--- config.mk ---
export PLATFORM = sky130hd
export DESIGN_NAME = ram_user_partition_regs
export DESIGN_NICKNAME = d
export VERILOG_FILES = /design/src/core/ram_part_pkg.sv /design/src/core/ram_space_classify.sv /design/src/core/ram_user_partition_regs.sv
export SDC_FILE = /design/constraint.sdc
export NUM_CORES = 1
export LEC_CHECK = 0
export BUFFER_PORTS_ARGS = -buffer_cell sky130_fd_sc_hd__buf_2
export CORE_ASPECT_RATIO = 1.5
export CORE_MARGIN = 2
export CORE_UTILIZATION = 54
export CTS_CLUSTER_SIZE = 14
export DETAILED_ROUTE_END_ITERATION = 8
export PLACE_DENSITY_LB_ADDON = 0.3
export SLEW_MARGIN = 20
export SYNTH_ARGS = -nofsm -noshare
export SYNTH_HDL_FRONTEND = slang
export SYNTH_SLANG_ARGS = --single-unit
--- constraint.sdc ---
create_clock -name mclk -period 2.6 [get_ports mclk]
set_input_delay 0.52 -clock mclk [delete_from_list [all_inputs] [get_ports mclk]]
set_output_delay 0.52 -clock mclk [all_outputs]
set_load 0.02 [all_outputs]
--- src/core/ram_part_pkg.sv ---
// package for the data RAM partition register block
// assumes a plain strobe register port with 32-bit data
package ram_part_pkg;
    // register map, byte addresses
    localparam logic [7:0]  USER_DATA_BASE_OFS = 8'h00;
    localparam logic [7:0]  USER_PROG_BASE_OFS = 8'h04;
    localparam logic [7:0]  KERNEL_PROG_BASE_OFS = 8'h08;
    localparam logic [7:0]  RAM_SIZE_OFS       = 8'h0C;
    localparam logic [7:0]  CLASS_QUERY_OFS    = 8'h10;
    // base field layout
    localparam int          BASE_LSB           = 10;
    localparam int          BASE_MSB           = 15;
    localparam int          BASE_W             = BASE_MSB - BASE_LSB + 1;
    localparam logic [BASE_W-1:0] BASE_RESET   = 6'h00;
    // class query register layout: offset in 15:0, class in 17:16
    localparam int          QUERY_OFS_W        = 16;
    localparam int          CLASS_LSB          = 16;
    // default ram size value in bytes, 32 KB
    localparam logic [15:0] RAM_SIZE_DEFAULT   = 16'h8000;

    typedef enum logic [1:0] {
        KERNEL_DATA,
        KERNEL_PROG,
        USER_DATA,
        USER_PROG
    } space_t;

    // boundaries handed to the classifier
    typedef struct packed {
        logic [15:0] kernelProgBase;
        logic [15:0] userDataBase;
        logic [15:0] userProgBase;
        logic [15:0] ramSize;
    } bounds_t;
endpackage

--- src/core/ram_space_classify.sv ---
// classifier: maps a data RAM offset onto one of four spaces
// assumes bounds come from registers on the same clock
`timescale 1ns/100ps
module ram_space_classify (
    // boundaries
    input  wire ram_part_pkg::bounds_t bounds,
    // offset to classify
    input  wire logic [15:0]           offset,
    // result
    output ram_part_pkg::space_t       space
);
    logic userDataOn;
    logic userProgOn;

    // zero base means that region is absent
    always_comb begin
        userDataOn = (bounds.userDataBase != 16'h0000);
        userProgOn = (bounds.userProgBase != 16'h0000);
        if (userProgOn && offset >= bounds.userProgBase) begin
            space = ram_part_pkg::USER_PROG;
        end else if (userDataOn && offset >= bounds.userDataBase) begin
            space = ram_part_pkg::USER_DATA;
        end else if (bounds.kernelProgBase != 16'h0000
                     && offset >= bounds.kernelProgBase) begin
            space = ram_part_pkg::KERNEL_PROG;
        end else begin
            space = ram_part_pkg::KERNEL_DATA;
        end
    end
endmodule

--- src/core/ram_user_partition_regs.sv ---
// partition registers splitting data RAM into kernel and user spaces
// assumes a single-clock strobe register port, read data one cycle later
// assumes software keeps the ordering limits between the bases
//
// Contract
// - user data base holds a writable 6-bit field at bits 15..10
// - bits 9..0 of both registers read zero, giving 1 KB steps
// - reset clears both registers, all RAM is kernel data
// - user program base holds a writable 6-bit field at bits 15..10
// - bits 31..16 of both registers read zero and ignore writes
//
// Local design decisions: the register offsets and the plain strobed port.
`timescale 1ns/100ps
module ram_user_partition_regs #(
    parameter logic [15:0] RAM_SIZE = ram_part_pkg::RAM_SIZE_DEFAULT
) (
    // clock and reset
    input  wire logic        mclk,
    input  wire logic        nrst,
    // register port
    input  wire logic [7:0]  regAddr,
    input  wire logic [31:0] regWdata,
    input  wire logic        regWrite,
    input  wire logic        regRead,
    output logic [31:0]      regRdata,
    // boundaries for the RAM arbiter
    output logic [15:0]      userDataBase,
    output logic [15:0]      userProgBase,
    // classification of the queried offset
    output logic [1:0]       spaceClass
);
    localparam int L = ram_part_pkg::BASE_LSB;
    localparam int M = ram_part_pkg::BASE_MSB;

    logic [ram_part_pkg::BASE_W-1:0] udBase_q, udBase_d;
    logic [ram_part_pkg::BASE_W-1:0] upBase_q, upBase_d;
    logic [ram_part_pkg::BASE_W-1:0] kpBase_q, kpBase_d;
    logic [15:0]                     query_q, query_d;
    logic [31:0]                     rdata_q, rdata_d;
    logic [1:0]                      class_q, class_d;
    ram_part_pkg::bounds_t           bounds;
    ram_part_pkg::space_t            space;
    // address decode, write enables and write field
    logic                            selUserData;
    logic                            selUserProg;
    logic                            selKernProg;
    logic                            selRamSize;
    logic                            selQuery;
    logic                            wrUserData;
    logic                            wrUserProg;
    logic                            wrKernProg;
    logic                            wrQuery;
    logic [ram_part_pkg::BASE_W-1:0] wrField;
    // read words as they appear on the bus
    logic [31:0]                     udWord;
    logic [31:0]                     upWord;
    logic [31:0]                     kpWord;
    logic [31:0]                     sizeWord;
    logic [31:0]                     queryWord;

    // full addresses with the fixed zero low bits
    always_comb begin
        bounds.kernelProgBase = {kpBase_q, 10'h000};
        bounds.userDataBase   = {udBase_q, 10'h000};
        bounds.userProgBase   = {upBase_q, 10'h000};
        bounds.ramSize        = RAM_SIZE;
    end

    // classifier sees registered bounds, so its answer settles in one cycle
    ram_space_classify classify (
        .bounds (bounds),
        .offset (query_q),
        .space  (space)
    );

    // address decode; one select per word of the map
    always_comb begin
        selUserData = (regAddr == ram_part_pkg::USER_DATA_BASE_OFS);
        selUserProg = (regAddr == ram_part_pkg::USER_PROG_BASE_OFS);
        selKernProg = (regAddr == ram_part_pkg::KERNEL_PROG_BASE_OFS);
        selRamSize  = (regAddr == ram_part_pkg::RAM_SIZE_OFS);
        selQuery    = (regAddr == ram_part_pkg::CLASS_QUERY_OFS);
    end

    // write enables; the ram size word has none, so writes there are lost
    always_comb begin
        wrUserData = regWrite && selUserData;
        wrUserProg = regWrite && selUserProg;
        wrKernProg = regWrite && selKernProg;
        wrQuery    = regWrite && selQuery;
    end

    // only bits 15..10 are kept, the rest of the word is dropped
    always_comb begin
        wrField = regWdata[M:L];
    end

    // user data base; ordering against kernel base is left to software
    always_comb begin
        udBase_d = udBase_q;
        if (wrUserData) begin
            udBase_d = wrField;
        end
    end

    // reset hands all RAM to kernel data
    always_ff @(posedge mclk or negedge nrst) begin
        if (!nrst) begin
            udBase_q <= ram_part_pkg::BASE_RESET;
        end else begin
            udBase_q <= udBase_d;
        end
    end

    // user program base; not clamped against the user data base
    always_comb begin
        upBase_d = upBase_q;
        if (wrUserProg) begin
            upBase_d = wrField;
        end
    end

    // cleared together with the user data base
    always_ff @(posedge mclk or negedge nrst) begin
        if (!nrst) begin
            upBase_q <= ram_part_pkg::BASE_RESET;
        end else begin
            upBase_q <= upBase_d;
        end
    end

    // kernel program base, held here so all bounds sit in one place
    always_comb begin
        kpBase_d = kpBase_q;
        if (wrKernProg) begin
            kpBase_d = wrField;
        end
    end

    // zero kernel base means no kernel program space
    always_ff @(posedge mclk or negedge nrst) begin
        if (!nrst) begin
            kpBase_q <= ram_part_pkg::BASE_RESET;
        end else begin
            kpBase_q <= kpBase_d;
        end
    end

    // query offset, read back beside its class
    always_comb begin
        query_d = query_q;
        if (wrQuery) begin
            query_d = regWdata[ram_part_pkg::QUERY_OFS_W-1:0];
        end
    end

    // query restarts at offset zero
    always_ff @(posedge mclk or negedge nrst) begin
        if (!nrst) begin
            query_q <= 16'h0000;
        end else begin
            query_q <= query_d;
        end
    end

    // class registered so the output comes from a flop; costs one cycle
    always_comb begin
        class_d = space;
    end

    // after reset the class is kernel data
    always_ff @(posedge mclk or negedge nrst) begin
        if (!nrst) begin
            class_q <= 2'h0;
        end else begin
            class_q <= class_d;
        end
    end

    // read words; base words keep low ten bits and upper half at zero, query word carries offset and class
    always_comb begin
        udWord    = 32'h0000_0000;
        upWord    = 32'h0000_0000;
        kpWord    = 32'h0000_0000;
        sizeWord  = 32'h0000_0000;
        queryWord = 32'h0000_0000;
        udWord[M:L] = udBase_q;
        upWord[M:L] = upBase_q;
        kpWord[M:L] = kpBase_q;
        sizeWord[15:0] = bounds.ramSize;
        queryWord[ram_part_pkg::QUERY_OFS_W-1:0] = query_q;
        queryWord[ram_part_pkg::CLASS_LSB +: 2] = class_q;
    end

    // read mux; idle cycles and unmapped reads give zero
    always_comb begin
        rdata_d = 32'h0000_0000;
        if (regRead) begin
            if (selUserData) begin
                rdata_d = udWord;
            end else if (selUserProg) begin
                rdata_d = upWord;
            end else if (selKernProg) begin
                rdata_d = kpWord;
            end else if (selRamSize) begin
                rdata_d = sizeWord;
            end else if (selQuery) begin
                rdata_d = queryWord;
            end else begin
                rdata_d = 32'h0000_0000;
            end
        end
    end

    // read data stands one cycle only, then falls back to zero
    always_ff @(posedge mclk or negedge nrst) begin
        if (!nrst) begin
            rdata_q <= 32'h0000_0000;
        end else begin
            rdata_q <= rdata_d;
        end
    end

    // outputs straight from flops
    assign regRdata     = rdata_q;
    assign userDataBase = bounds.userDataBase;
    assign userProgBase = bounds.userProgBase;
    assign spaceClass   = class_q;
endmodule

==> results of run 1 <==
==> worst reg2reg max path, stage by stage (launching register included) <==
cell and delay (ns):
sky130_fd_sc_hd__dfrtp_1 0.43, sky130_fd_sc_hd__inv_1 0.07, sky130_fd_sc_hd__ha_1 0.31, sky130_fd_sc_hd__nor2b_1 0.14, sky130_fd_sc_hd__o211ai_1 0.18, sky130_fd_sc_hd__o211a_1 0.23, sky130_fd_sc_hd__o21ai_0 0.12, sky130_fd_sc_hd__o41ai_1 0.41
==> cells in the mapped netlist, types with 2 or more instances <==
| master | instances | area share |
|---|---|---|
| sky130_fd_sc_hd__a22oi_1 | 5 | 0.012 |
| sky130_fd_sc_hd__and3_1 | 3 | 0.0061 |
| sky130_fd_sc_hd__clkbuf_1 | 3 | 0.0037 |
| sky130_fd_sc_hd__ha_1 | 18 | 0.074 |
| sky130_fd_sc_hd__nand3_1 | 4 | 0.0065 |
| sky130_fd_sc_hd__nand4_1 | 3 | 0.0061 |
| sky130_fd_sc_hd__a21oi_1 | 6 | 0.0098 |
| sky130_fd_sc_hd__mux2_4 | 12 | 0.059 |
| sky130_fd_sc_hd__and2_1 | 13 | 0.027 |
| sky130_fd_sc_hd__mux2_2 | 16 | 0.059 |
| sky130_fd_sc_hd__nand2_4 | 2 | 0.0074 |
| sky130_fd_sc_hd__o211ai_1 | 3 | 0.0074 |
| sky130_fd_sc_hd__nor4_1 | 4 | 0.0082 |
| sky130_fd_sc_hd__nor2b_1 | 3 | 0.0061 |
| sky130_fd_sc_hd__nand2_1 | 12 | 0.015 |
| sky130_fd_sc_hd__nor3b_1 | 5 | 0.012 |
| sky130_fd_sc_hd__buf_4 | 47 | 0.12 |
| sky130_fd_sc_hd__buf_6 | 2 | 0.0074 |
| sky130_fd_sc_hd__dfrtp_1 | 54 | 0.44 |
| sky130_fd_sc_hd__nor2_1 | 12 | 0.015 |
| sky130_fd_sc_hd__inv_1 | 19 | 0.023 |
| sky130_fd_sc_hd__o21ai_0 | 12 | 0.020 |
| sky130_fd_sc_hd__o22ai_1 | 4 | 0.0082 |
| sky130_fd_sc_hd__a31oi_1 | 2 | 0.0041 |
==> sequential cells by signal, summed over array words and instances (netlist names) <==
| signal | cells |
|---|---|
| udBase_q | 6 |
| regRdata | 18 |
| spaceClass | 2 |
| kpBase_q | 6 |
| query_q | 16 |
| upBase_q | 6 |
==> metrics by stage <==
stage / instances / total power, W / worst slack [ns] / util
global placement: 394 / 0.00122 / 0.353 / 0.590
CTS: 403 / 0.00191 / 0.581 / 0.618
finish: 403 / 0.00189 / 0.596 / 0.618
global route: 403 / 0.00198 / 0.407 / 0.618
floorplan: 314 / 0.00117 / 0.524 / -
detailed placement: 394 / 0.00123 / 0.330 / 0.590
==> repair_timing <==
action	CTS	global route
hold buffers	1	0
resized for setup	0	0
hold endpoints to repair	1	0
==> report_power, final <==
part	internal, W	switching (W)	total, W
Combinational	0.000110	0.000192	0.000303
Clock	0.000411	0.000270	0.000681
Sequential	0.000878	0.0000329	0.000911
==> area by class of cell <==
cell class	instances	share of cell area
tap	70	0.0260
sequential	54	0.401
timing repair buffer	64	0.103
multi-input combinational	188	0.406
clock inverter	2	0.0178
clock buffer	6	0.0245
inverter	19	0.0212
==> worst max-delay path by stage <==
stage                    end  slack [ns]
3_5_place_dp     upBase_q[5]        0.33
2_1_floorplan    query_q[11]        0.52
3_3_place_gp     upBase_q[0]        0.35
6_report       spaceClass[0]        0.60
5_1_grt        spaceClass[0]        0.41
4_1_cts        spaceClass[0]        0.58
==> metal layers <==
metal	share of wire	global-route usage	vias to the layer above
li1	-	-	986
met1	0.38	0.225	1002
met3	0.052	0.0351	19
met5	0	0	-
met2	0.52	0.359	90
met4	0.049	0.128	0
==> cell families (layout without fill, tap and decap cells) <==
group           after synthesis  after routing  synth area share
compound gates               38             38            0.0789
fa+ha+maj                    18             18            0.0736
buf+inv                      72             91             0.151
flops                        54             54             0.442
mux                          28             28             0.118
other cells                   1             34           0.00123
simple gates                 70             70             0.135
==> metrics.log, run 1 <==
INFO  metric max-clock-path-buffers = 2
INFO  metric netlist_instances = around 280
INFO  metric via_per_inst = 5.20
INFO  metric area.growth.synth_to_final = 10.1%
INFO  metric vias_in_the_first_global_route = 2,036
INFO  metric ys.flop_type = sky130_fd_sc_hd__dfrtp_1
INFO  metric reg_to_reg_critical_path_endpoint = spaceClass[0]
INFO  metric nFillCells = around 470
INFO  metric setup_tns = 0 ns
INFO  metric placement.cell_area = approximately 3200 sq um
INFO  metric worst_r2r_start = udBase_q[1]
INFO  metric synthArstFlopShare = 1.00
INFO  metric category_of_cells_accounting_for_the_largest_share_of_critical_path_delay = compound AO/OA/AOI/OAI gates
INFO  metric cp_slowest_stage_delay = 0.43 ns
INFO  metric final_hold_viol_count = 0
INFO  metric startpoint = udBase_q[1]
INFO  metric worst_skew_pair.late_latency = 0.31 ns
INFO  metric reg2reg_setup_slack = 0.60 ns
INFO  metric cts.sinks = 54
INFO  metric hold_start = regWdata[1]
INFO  metric p_per_area = 562 nW/um^2
INFO  metric critical_path_class = register to register
INFO  metric antenna_cells_inserted = 0
INFO  metric arrival = 2.20 ns
INFO  metric setup_repair_after_global_routing_missed_its_margin = no
INFO  metric max_slew.worst_pin.slew = between 0.5 and 0.6 ns
INFO  metric place.gp.congestion = 0.901
INFO  metric initialDrtViolationCount = 158
INFO  metric timing.final.max_slew_violations = 0
INFO  metric synthesis.area = 3060 sq um
INFO  metric antenna_found_initial = 0
INFO  metric critical_path_buf_inv_count = 1
INFO  metric route.final.wire_length = 6010 um
INFO  metric design_area = 3370 sq um
INFO  metric global_route_wire_length_before_repair = around 9600 um
INFO  metric run_status = finished, final reports clean
INFO  metric ys_seq_area_frac = 0.442
INFO  metric timing.clock.skew = about 0.014 ns
INFO  metric worst_ep_required_time = 2.80 ns
INFO  metric core.rowCount = 33
INFO  metric clock_buffers_created_by_tritoncts = 5
INFO  metric die-area = 6300 sq um
INFO  metric clock_tree.root_cell = sky130_fd_sc_hd__clkbuf_8
INFO  metric critical_path_depth = 7
INFO  metric start_util = 0.561
INFO  metric wl_per_cell = 14.9 um
INFO  metric clk_pin_slew_worst_paths = 0.10 ns
INFO  metric post_route_cells_drive_above_1_share = 0.318
INFO  metric maximum_vdd_ir_drop = around 390 uV
INFO  metric ys.warnings.count = 0
INFO  metric grt_max_degree = 54
INFO  metric io-pin-count = 110
INFO  metric cts_tree = done
INFO  metric slew-limit-headroom = 0.621
INFO  metric netlist-cell-type-count = 41
INFO  metric clock.fmax = 0.499 GHz
INFO  metric cts_h_tree_depth = 2
INFO  metric syn_avg_cell_area = 10.9 sq um
INFO  metric die_width = 65.5 um
INFO  metric number_of_nets_in_the_finished_design = roughly 390
INFO  metric cts_setup_buffers = 0
INFO  metric die_height = 96.2 um
INFO  metric timing.critical_path.to_type = register
INFO  metric multi_input_area = between 1000 and 1500 sq um
INFO  metric timing.hold.worst_endpoint = query_q[1]
INFO  metric timing.final.setup_violations = 0
INFO  metric min_period_over_period = 0.771
INFO  metric slowest_stage = sky130_fd_sc_hd__dfrtp_1
INFO  metric design.core.area = 5450 sq um
INFO  metric post-route-drc-count = 0
INFO  metric crit_path_cell_trace = inv_1, ha_1, nor2b_1, o211ai_1, o211a_1, o21ai_0, o41ai_1
INFO  metric timing.hold.ws = 0.445 ns
INFO  metric synth.ff_latch_count = 54
INFO  metric cellLeakagePower = approximately 1.9 nW
INFO  metric ant_nets = 0
INFO  metric max_cap_violations = 0
INFO  metric critical_path_peak_fanout = 5
INFO  metric layout.cells.most_common = sky130_fd_sc_hd__buf_2
INFO  metric grt.total_usage = 0.204
INFO  metric dr_total_vias = 2,097
INFO  metric final.min_clock_period = 2.00 ns
INFO  metric number_of_cells_on_the_worst_hold_path = 2
INFO  metric final_cell_mix = sky130_fd_sc_hd__buf_2, sky130_fd_sc_hd__dfrtp_1, sky130_fd_sc_hd__conb_1, sky130_fd_sc_hd__inv_1, sky130_fd_sc_hd__ha_1
INFO  metric drt_pass1_iterations = 4
INFO  metric worst-r2r-cell-count = 7
INFO  metric worst_hold_path_type = primary input to register
INFO  metric worstSetupStartpointType = register
INFO  metric buffer_ports.inserted = 59
INFO  metric seq_area = about 1400 sq um
INFO  metric overflow = 0
INFO  metric number_of_flops_mapped_to_enable_cells_by_yosys = 0
INFO  metric half_perimeter_wire_length_after_placement = approximately 4600 um
No activity file was read; power rests on OpenSTA's default activity.
==> run 2, diff against run 1 <==
--- a/config.mk
+++ b/config.mk
@@ -8,7 +8,7 @@
 export BUFFER_PORTS_ARGS = -buffer_cell sky130_fd_sc_hd__buf_2
 export CORE_ASPECT_RATIO = 1.5
 export CORE_MARGIN = 2
-export CORE_UTILIZATION = 54
+export CORE_UTILIZATION = 50
 export CTS_CLUSTER_SIZE = 14
 export DETAILED_ROUTE_END_ITERATION = 8
 export PLACE_DENSITY_LB_ADDON = 0.3
==> constraint.sdc (replaced) <==
create_clock -name mclk -period 1.9 [get_ports mclk]
set_input_delay 0.38 -clock mclk [delete_from_list [all_inputs] [get_ports mclk]]
set_output_delay 0.38 -clock mclk [all_outputs]
set_load 0.02 [all_outputs]
==> run 2 against run 1 <==
Via count is 3.7% higher. Hold slack worse by 0.40 ns. Largest power group unchanged. Sequential share of layout area is 2.6 points lower. Total power is 41% higher. Cell area is 7.1% higher. Register-to-register slack worse by 0.57 ns.
==> metrics.log, run 2 (same netlist as run 1, synthesis figures left out) <==
INFO  metric wl_per_cell = 15.1 um (+1.2%)
INFO  metric slowest_stage = sky130_fd_sc_hd__dfrtp_1
INFO  metric worst_hold_path_type = primary input to asynchronous set/reset pin
INFO  metric setup_repair_after_global_routing_missed_its_margin = yes
INFO  metric crit_path_cell_trace = buf_4, ha_1, nor2b_1, o211ai_1, o211a_1, o21ai_1, o41ai_1
INFO  metric clk_pin_slew_worst_paths = 0.10 ns (about the same)
INFO  metric start_util = 0.521 (-0.0402)
INFO  metric ant_nets = 0 (unchanged)
INFO  metric p_per_area = 740 nW/um^2 (+32%)
INFO  metric layout.cells.most_common = sky130_fd_sc_hd__buf_2
INFO  metric maximum_vdd_ir_drop = 503 uV (+28%)
INFO  metric die_width = 67.9 um (+3.7%)
INFO  metric worst_ep_required_time = 2.10 ns (-0.70 ns)
INFO  metric route.final.wire_length = 6480 um (+7.7%)
INFO  metric timing.final.max_slew_violations = 0 (unchanged)
INFO  metric drt_pass1_iterations = 4 (unchanged)
INFO  metric post_route_cells_drive_above_1_share = 0.384 (+0.0654)
INFO  metric overflow = 0 (unchanged)
INFO  metric clock.fmax = 0.535 GHz (+7.2%)
INFO  metric nFillCells = 512 (+8.2%)
INFO  metric reg_to_reg_critical_path_endpoint = spaceClass[0]
INFO  metric clock_buffers_created_by_tritoncts = 5 (unchanged)
INFO  metric grt.total_usage = 0.205 (+0.00107)
INFO  metric half_perimeter_wire_length_after_placement = 4840 um (+6.3%)
INFO  metric design_area = 3610 sq um (+7.1%)
INFO  metric worst-r2r-cell-count = 7 (unchanged)
INFO  metric reg2reg_setup_slack = 0.03 ns (-0.57 ns)
INFO  metric via_per_inst = 5.07 (-2.6%)
INFO  metric global_route_wire_length_before_repair = 10,400 um (+8.0%)
INFO  metric cts.sinks = 54 (unchanged)
INFO  metric run_status = finished, final reports clean
INFO  metric die_height = 99.8 um (+3.8%)
INFO  metric timing.hold.ws = 0.0424 ns (-0.402 ns)
INFO  metric antenna_cells_inserted = 0 (unchanged)
INFO  metric max-clock-path-buffers = 2 (unchanged)
INFO  metric cellLeakagePower = 2.02 nW (+7.2%)
INFO  metric seq_area = 1350 sq um (about the same)
INFO  metric critical_path_buf_inv_count = 1 (unchanged)
INFO  metric largest_register_ff_count = 18 (unchanged)
INFO  metric power.total = 0.00267 W (+41%)
INFO  metric grt_max_degree = 55 (+1.9%)
INFO  metric final_hold_viol_count = 0 (unchanged)
INFO  metric number_of_nets_in_the_finished_design = 418 (+6.1%)
INFO  metric clock_tree.root_cell = sky130_fd_sc_hd__clkbuf_8
INFO  metric worstSetupStartpointType = register
INFO  metric dr_total_vias = 2,174 (+3.7%)
INFO  metric timing.final.setup_violations = 0 (unchanged)
INFO  metric cts_tree = done
INFO  metric final.min_clock_period = 1.87 ns (-0.134 ns)
INFO  metric min_period_over_period = 0.984 (+0.213)
INFO  metric worst_r2r_start = query_q[11]
INFO  metric place.gp.congestion = 0.857 (-4.9%)
INFO  metric area.growth.synth_to_final = 18.0%
INFO  metric post-route-drc-count = 0 (unchanged)
INFO  metric placement.cell_area = 3410 sq um (+6.0%)
INFO  metric cp_slowest_stage_delay = 0.40 ns (-0.03 ns)
INFO  metric core.rowCount = 34 (+3.0%)
INFO  metric multi_input_area = 1400 sq um (+2.4%)
INFO  metric design.core.area = 5870 sq um (+7.7%)
INFO  metric antenna_found_initial = 0 (unchanged)
INFO  metric buffer_ports.inserted = 59 (unchanged)
INFO  metric worst_skew_pair.late_latency = 0.31 ns (about the same)
INFO  metric timing.critical_path.to_type = register
INFO  metric setup_tns = 0 ns (unchanged)
INFO  metric initialDrtViolationCount = 165 (+4.4%)
INFO  metric die-area = 6770 sq um (+7.6%)
INFO  metric arrival = 2.07 ns (-0.13 ns)
INFO  metric cts_h_tree_depth = 2 (unchanged)
INFO  metric final_cell_mix = sky130_fd_sc_hd__buf_2, sky130_fd_sc_hd__dfrtp_1, sky130_fd_sc_hd__conb_1, sky130_fd_sc_hd__buf_4, sky130_fd_sc_hd__inv_1
INFO  metric category_of_cells_accounting_for_the_largest_share_of_critical_path_delay = compound AO/OA/AOI/OAI gates
INFO  metric max_cap_violations = 0 (unchanged)
INFO  metric io-pin-count = 110 (unchanged)
INFO  metric vias_in_the_first_global_route = 2,205 (+8.3%)
INFO  metric timing.clock.skew = 0.00819 ns (-0.00614 ns)
INFO  metric critical_path_class = register to register
INFO  metric critical_path_peak_fanout = 2 (-3)
run 2: cell count changes in the layout (fill, tap and decap cells not counted), sizes merged:
cell,change
dlygate4sd3,-1
buf,+25
run 2: per-layer routing:
layer / global-route usage / up-vias / part of all wire
met5: 0 / - / 0
met4: 0.0908 / 0 / 0.036
met3: 0.0482 / 20 / 0.064
met2: 0.345 / 88 / 0.51
met1: 0.243 / 1035 / 0.39
li1: - / 1031 / -
run 2: report_power, final:
part,internal (W),switching (W)
Combinational,0.000198,0.000296
Sequential,0.00120,0.0000339
Clock,0.000562,0.000378
Total,0.00196,0.000708
run 2: area by class of cell:
class	count	share of cell area
clock buffer	6	0.0229
clock inverter	2	0.0166
inverter	19	0.0198
multi-input combinational	188	0.388
sequential	54	0.375
tap	72	0.0250
timing repair buffer	88	0.153
run 2: worst max-delay path by stage:
stage / startpoint / end / cells past startpoint
2_1_floorplan: regAddr[1] / query_q[11] / 6
3_3_place_gp: regAddr[1] / query_q[12] / 6
3_5_place_dp: regAddr[1] / query_q[7] / 6
4_1_cts: udBase_q[1] / spaceClass[0] / 7
5_1_grt: query_q[11] / spaceClass[0] / 7
6_report: query_q[11] / spaceClass[0] / 7
run 2: repair_timing:
| item | in CTS | in global routing |
|---|---|---|
| setup endpoints to repair | 2 | 2 |
| gates resized for setup | 1 | 6 |
| pin swaps | 0 | 7 |
| buffers inserted | 2 | 1 |
| hold buffers | 0 | 0 |
run 2: stage by stage:
stage / setup slack (ns) / cells / util
6_report: 0.0300 / 429 / 0.615
5_1_grt: -0.0243 / 429 / 0.615
2_1_floorplan: -0.0264 / 314 / -
4_1_cts: 0.0472 / 428 / 0.608
3_5_place_dp: -0.153 / 418 / 0.581
3_3_place_gp: -0.123 / 418 / 0.581
==> run 3, diff against run 2 <==
--- a/config.mk
+++ b/config.mk
@@ -11,6 +11,7 @@
 export CORE_UTILIZATION = 50
 export CTS_CLUSTER_SIZE = 14
 export DETAILED_ROUTE_END_ITERATION = 8
+export MAX_ROUTING_LAYER = met4
 export PLACE_DENSITY_LB_ADDON = 0.3
 export SLEW_MARGIN = 20
 export SYNTH_ARGS = -nofsm -noshare
==> run 3 against run 2 <==
Final cell count unchanged. Flip-flop and latch count unchanged. Global-route usage increased by 0.61 points. Die area unchanged. Critical path type unchanged. Cell area unchanged. Non-clock buffer count unchanged. Combinational power about the same. Critical path depth unchanged.
==> metrics.log, run 3 (same netlist as run 1, synthesis figures left out) <==
INFO  metric post-route-drc-count = 0 (unchanged)
INFO  metric ant_nets = 0 (unchanged)
INFO  metric p_int = 0.00196 W (about the same)
INFO  metric initialDrtViolationCount = 151 (-8.5%)
INFO  metric place_ws = -0.153 ns (unchanged)
INFO  metric finalCoreUtilization = 0.615 (unchanged)
INFO  metric final_hold_viol_count = 0 (unchanged)
INFO  metric post_route_cells_drive_above_1_share = 0.384 (unchanged)
INFO  metric final_cell_mix = sky130_fd_sc_hd__buf_2, sky130_fd_sc_hd__dfrtp_1, sky130_fd_sc_hd__conb_1, sky130_fd_sc_hd__buf_4, sky130_fd_sc_hd__inv_1
INFO  metric via_per_inst = 5.11 (+0.78%)
INFO  metric antenna_cells_inserted = 0 (unchanged)
INFO  metric io-pin-count = 110 (unchanged)
INFO  metric grt_max_degree = 55 (unchanged)
INFO  metric route.final.wire_length = 6500 um (+0.34%)
INFO  metric p_comb_frac = 0.185 (about the same)
INFO  metric timing.hold.ws = 0.0413 ns (-0.00109 ns)
INFO  metric grt.total_usage = 0.211 (+0.00606)
INFO  metric finalWorstSetupSlack = 0.0261 ns (-0.00393 ns)
INFO  metric cts.sinks = 54 (unchanged)
INFO  metric category_of_cells_accounting_for_the_largest_share_of_critical_path_delay = compound AO/OA/AOI/OAI gates
INFO  metric timing.final.max_slew_violations = 0 (unchanged)
INFO  metric worst-r2r-cell-count = 7 (unchanged)
INFO  metric layout.cells.most_common = sky130_fd_sc_hd__buf_2
INFO  metric place.gp.congestion = 0.870 (+1.6%)
INFO  metric min_period_over_period = 0.986 (+0.00207)
INFO  metric p_per_area = 741 nW/um^2 (+0.17%)
INFO  metric worstSetupStartpointType = register
INFO  metric timing.critical_path.to_type = register
INFO  metric critical_path_buf_inv_count = 1 (unchanged)
INFO  metric area.growth.synth_to_final = 18.0% (unchanged)
INFO  metric cellLeakagePower = 2.02 nW (unchanged)
INFO  metric die_height = 99.8 um (unchanged)
INFO  metric max_cap_violations = 0 (unchanged)
INFO  metric buffer_ports.inserted = 59 (unchanged)
INFO  metric overflow = 0 (unchanged)
INFO  metric crit_path_cell_trace = buf_4, ha_1, nor2b_1, o211ai_1, o211a_1, o21ai_1, o41ai_1
INFO  metric timing.clock.skew = 0.00906 ns (+0.000868 ns)
INFO  metric antenna_found_initial = 0 (unchanged)
INFO  metric worst_hold_path_type = primary input to asynchronous set/reset pin
INFO  metric drt_pass1_iterations = 4 (unchanged)
INFO  metric vias_in_the_first_global_route = 2,202 (-0.14%)
INFO  metric critical_path_class = register to register
INFO  metric half_perimeter_wire_length_after_placement = 4840 um (unchanged)
INFO  metric start_util = 0.521 (unchanged)
INFO  metric worst_ep_required_time = 2.10 ns (about the same)
INFO  metric max-clock-path-buffers = 2 (unchanged)
INFO  metric seqPwrFrac = 0.462 (about the same)
INFO  metric core.rowCount = 34 (unchanged)
INFO  metric die_width = 67.9 um (unchanged)
INFO  metric number_of_nets_in_the_finished_design = 418 (unchanged)
INFO  metric sw_frac_of_total = 0.266 (+0.00117)
INFO  metric reg_to_reg_critical_path_endpoint = spaceClass[0]
INFO  metric timing.final.setup_violations = 0 (unchanged)
INFO  metric reg2reg_setup_slack = 0.03 ns (about the same)
INFO  metric arrival = 2.07 ns (about the same)
INFO  metric slowest_stage = sky130_fd_sc_hd__dfrtp_1
INFO  metric power.total = 0.00267 W (+0.17%)
INFO  metric clock_tree.root_cell = sky130_fd_sc_hd__clkbuf_8
INFO  metric p_switching = 0.000712 W (+0.61%)
INFO  metric worst_r2r_start = query_q[11]
INFO  metric cp_slowest_stage_delay = 0.40 ns (about the same)
INFO  metric hold_buffers = 0 (unchanged)
INFO  metric dr_total_vias = 2,191 (+0.78%)
INFO  metric design.core.area = 5870 sq um (unchanged)
INFO  metric clock_buffers_created_by_tritoncts = 5 (unchanged)
INFO  metric worst_skew_pair.late_latency = 0.31 ns (about the same)
INFO  metric global_route_wire_length_before_repair = 10,400 um (about the same)
INFO  metric critical_path_peak_fanout = 2 (unchanged)
INFO  metric final.min_clock_period = 1.87 ns (+0.00393 ns)
INFO  metric clock.fmax = 0.534 GHz (-0.21%)
INFO  metric maximum_vdd_ir_drop = 505 uV (+0.43%)
INFO  metric run_status = finished, final reports clean
INFO  metric clk_pin_slew_worst_paths = 0.10 ns (about the same)
INFO  metric die-area = 6770 sq um (unchanged)
INFO  metric cts_h_tree_depth = 2 (unchanged)
INFO  metric wl_per_cell = 15.1 um (+0.34%)
INFO  metric power_frac_clock = 0.353 (about the same)
INFO  metric setup_repair_after_global_routing_missed_its_margin = yes
INFO  metric largest_register_ff_count = 18 (unchanged)
INFO  metric cts_tree = done
==> run 3: cell counts in the layout (fill, tap and decap cells not counted) <==
No cell type changed its count.
==> run 3: area by class of cell <==
class | count | area, sq um
Tap cell | 72 | 90.1
Sequential cell | 54 | 1350
Clock buffer | 6 | 82.6
Fill cell | 512 | 2260
Clock inverter | 2 | 60.1
Timing Repair Buffer | 88 | 551
Multi-Input combinational cell | 188 | 1400
Inverter | 19 | 71.3
==> run 3: how the worst max path moves through the flow <==
stage | from | to | cells after the start
2_1_floorplan | regAddr[1] | query_q[11] | 6
3_3_place_gp | regAddr[1] | query_q[12] | 6
3_5_place_dp | regAddr[1] | query_q[7] | 6
4_1_cts | udBase_q[1] | spaceClass[0] | 7
5_1_grt | query_q[11] | spaceClass[0] | 7
6_report | query_q[11] | spaceClass[0] | 7
==> run 3: power by group through the flow <==
stage	Combinational [W]	Clock (W)	Sequential, W
floorplan	0.000323	0	0.00127
global placement	0.000459	0	0.00126
detailed placement	0.000466	0	0.00126
CTS	0.000477	0.000957	0.00124
global route	0.000547	0.000996	0.00124
finish	0.000494	0.000944	0.00124
==> run 3: what timing repair did <==
item / in CTS / in global routing
buffers inserted: 2 / 1
resized for setup: 1 / 6
endpoints found under the hold margin: 0 / 0
pin swaps: 0 / 7
setup endpoints to repair: 2 / 2
==> run 3: metrics by stage <==
stage               TNS, ns  std cells  instance area [sq um]
CTS                       0        428                   3570
global placement      -2.66        418                   3410
global route        -0.0390        429                   3610
finish                    0        429                   3610
floorplan            -0.211        314                   3190
detailed placement    -3.33        418                   3410
==> run 3: metal layers <==
metal  vias to the layer above  wire, um  global-route usage
met4                         0       214              0.0908
li1                       1032         -                   -
met2                        93      3360               0.345
met5                         -         0                   -
met3                        18       387              0.0392
met1                      1048      2540               0.251
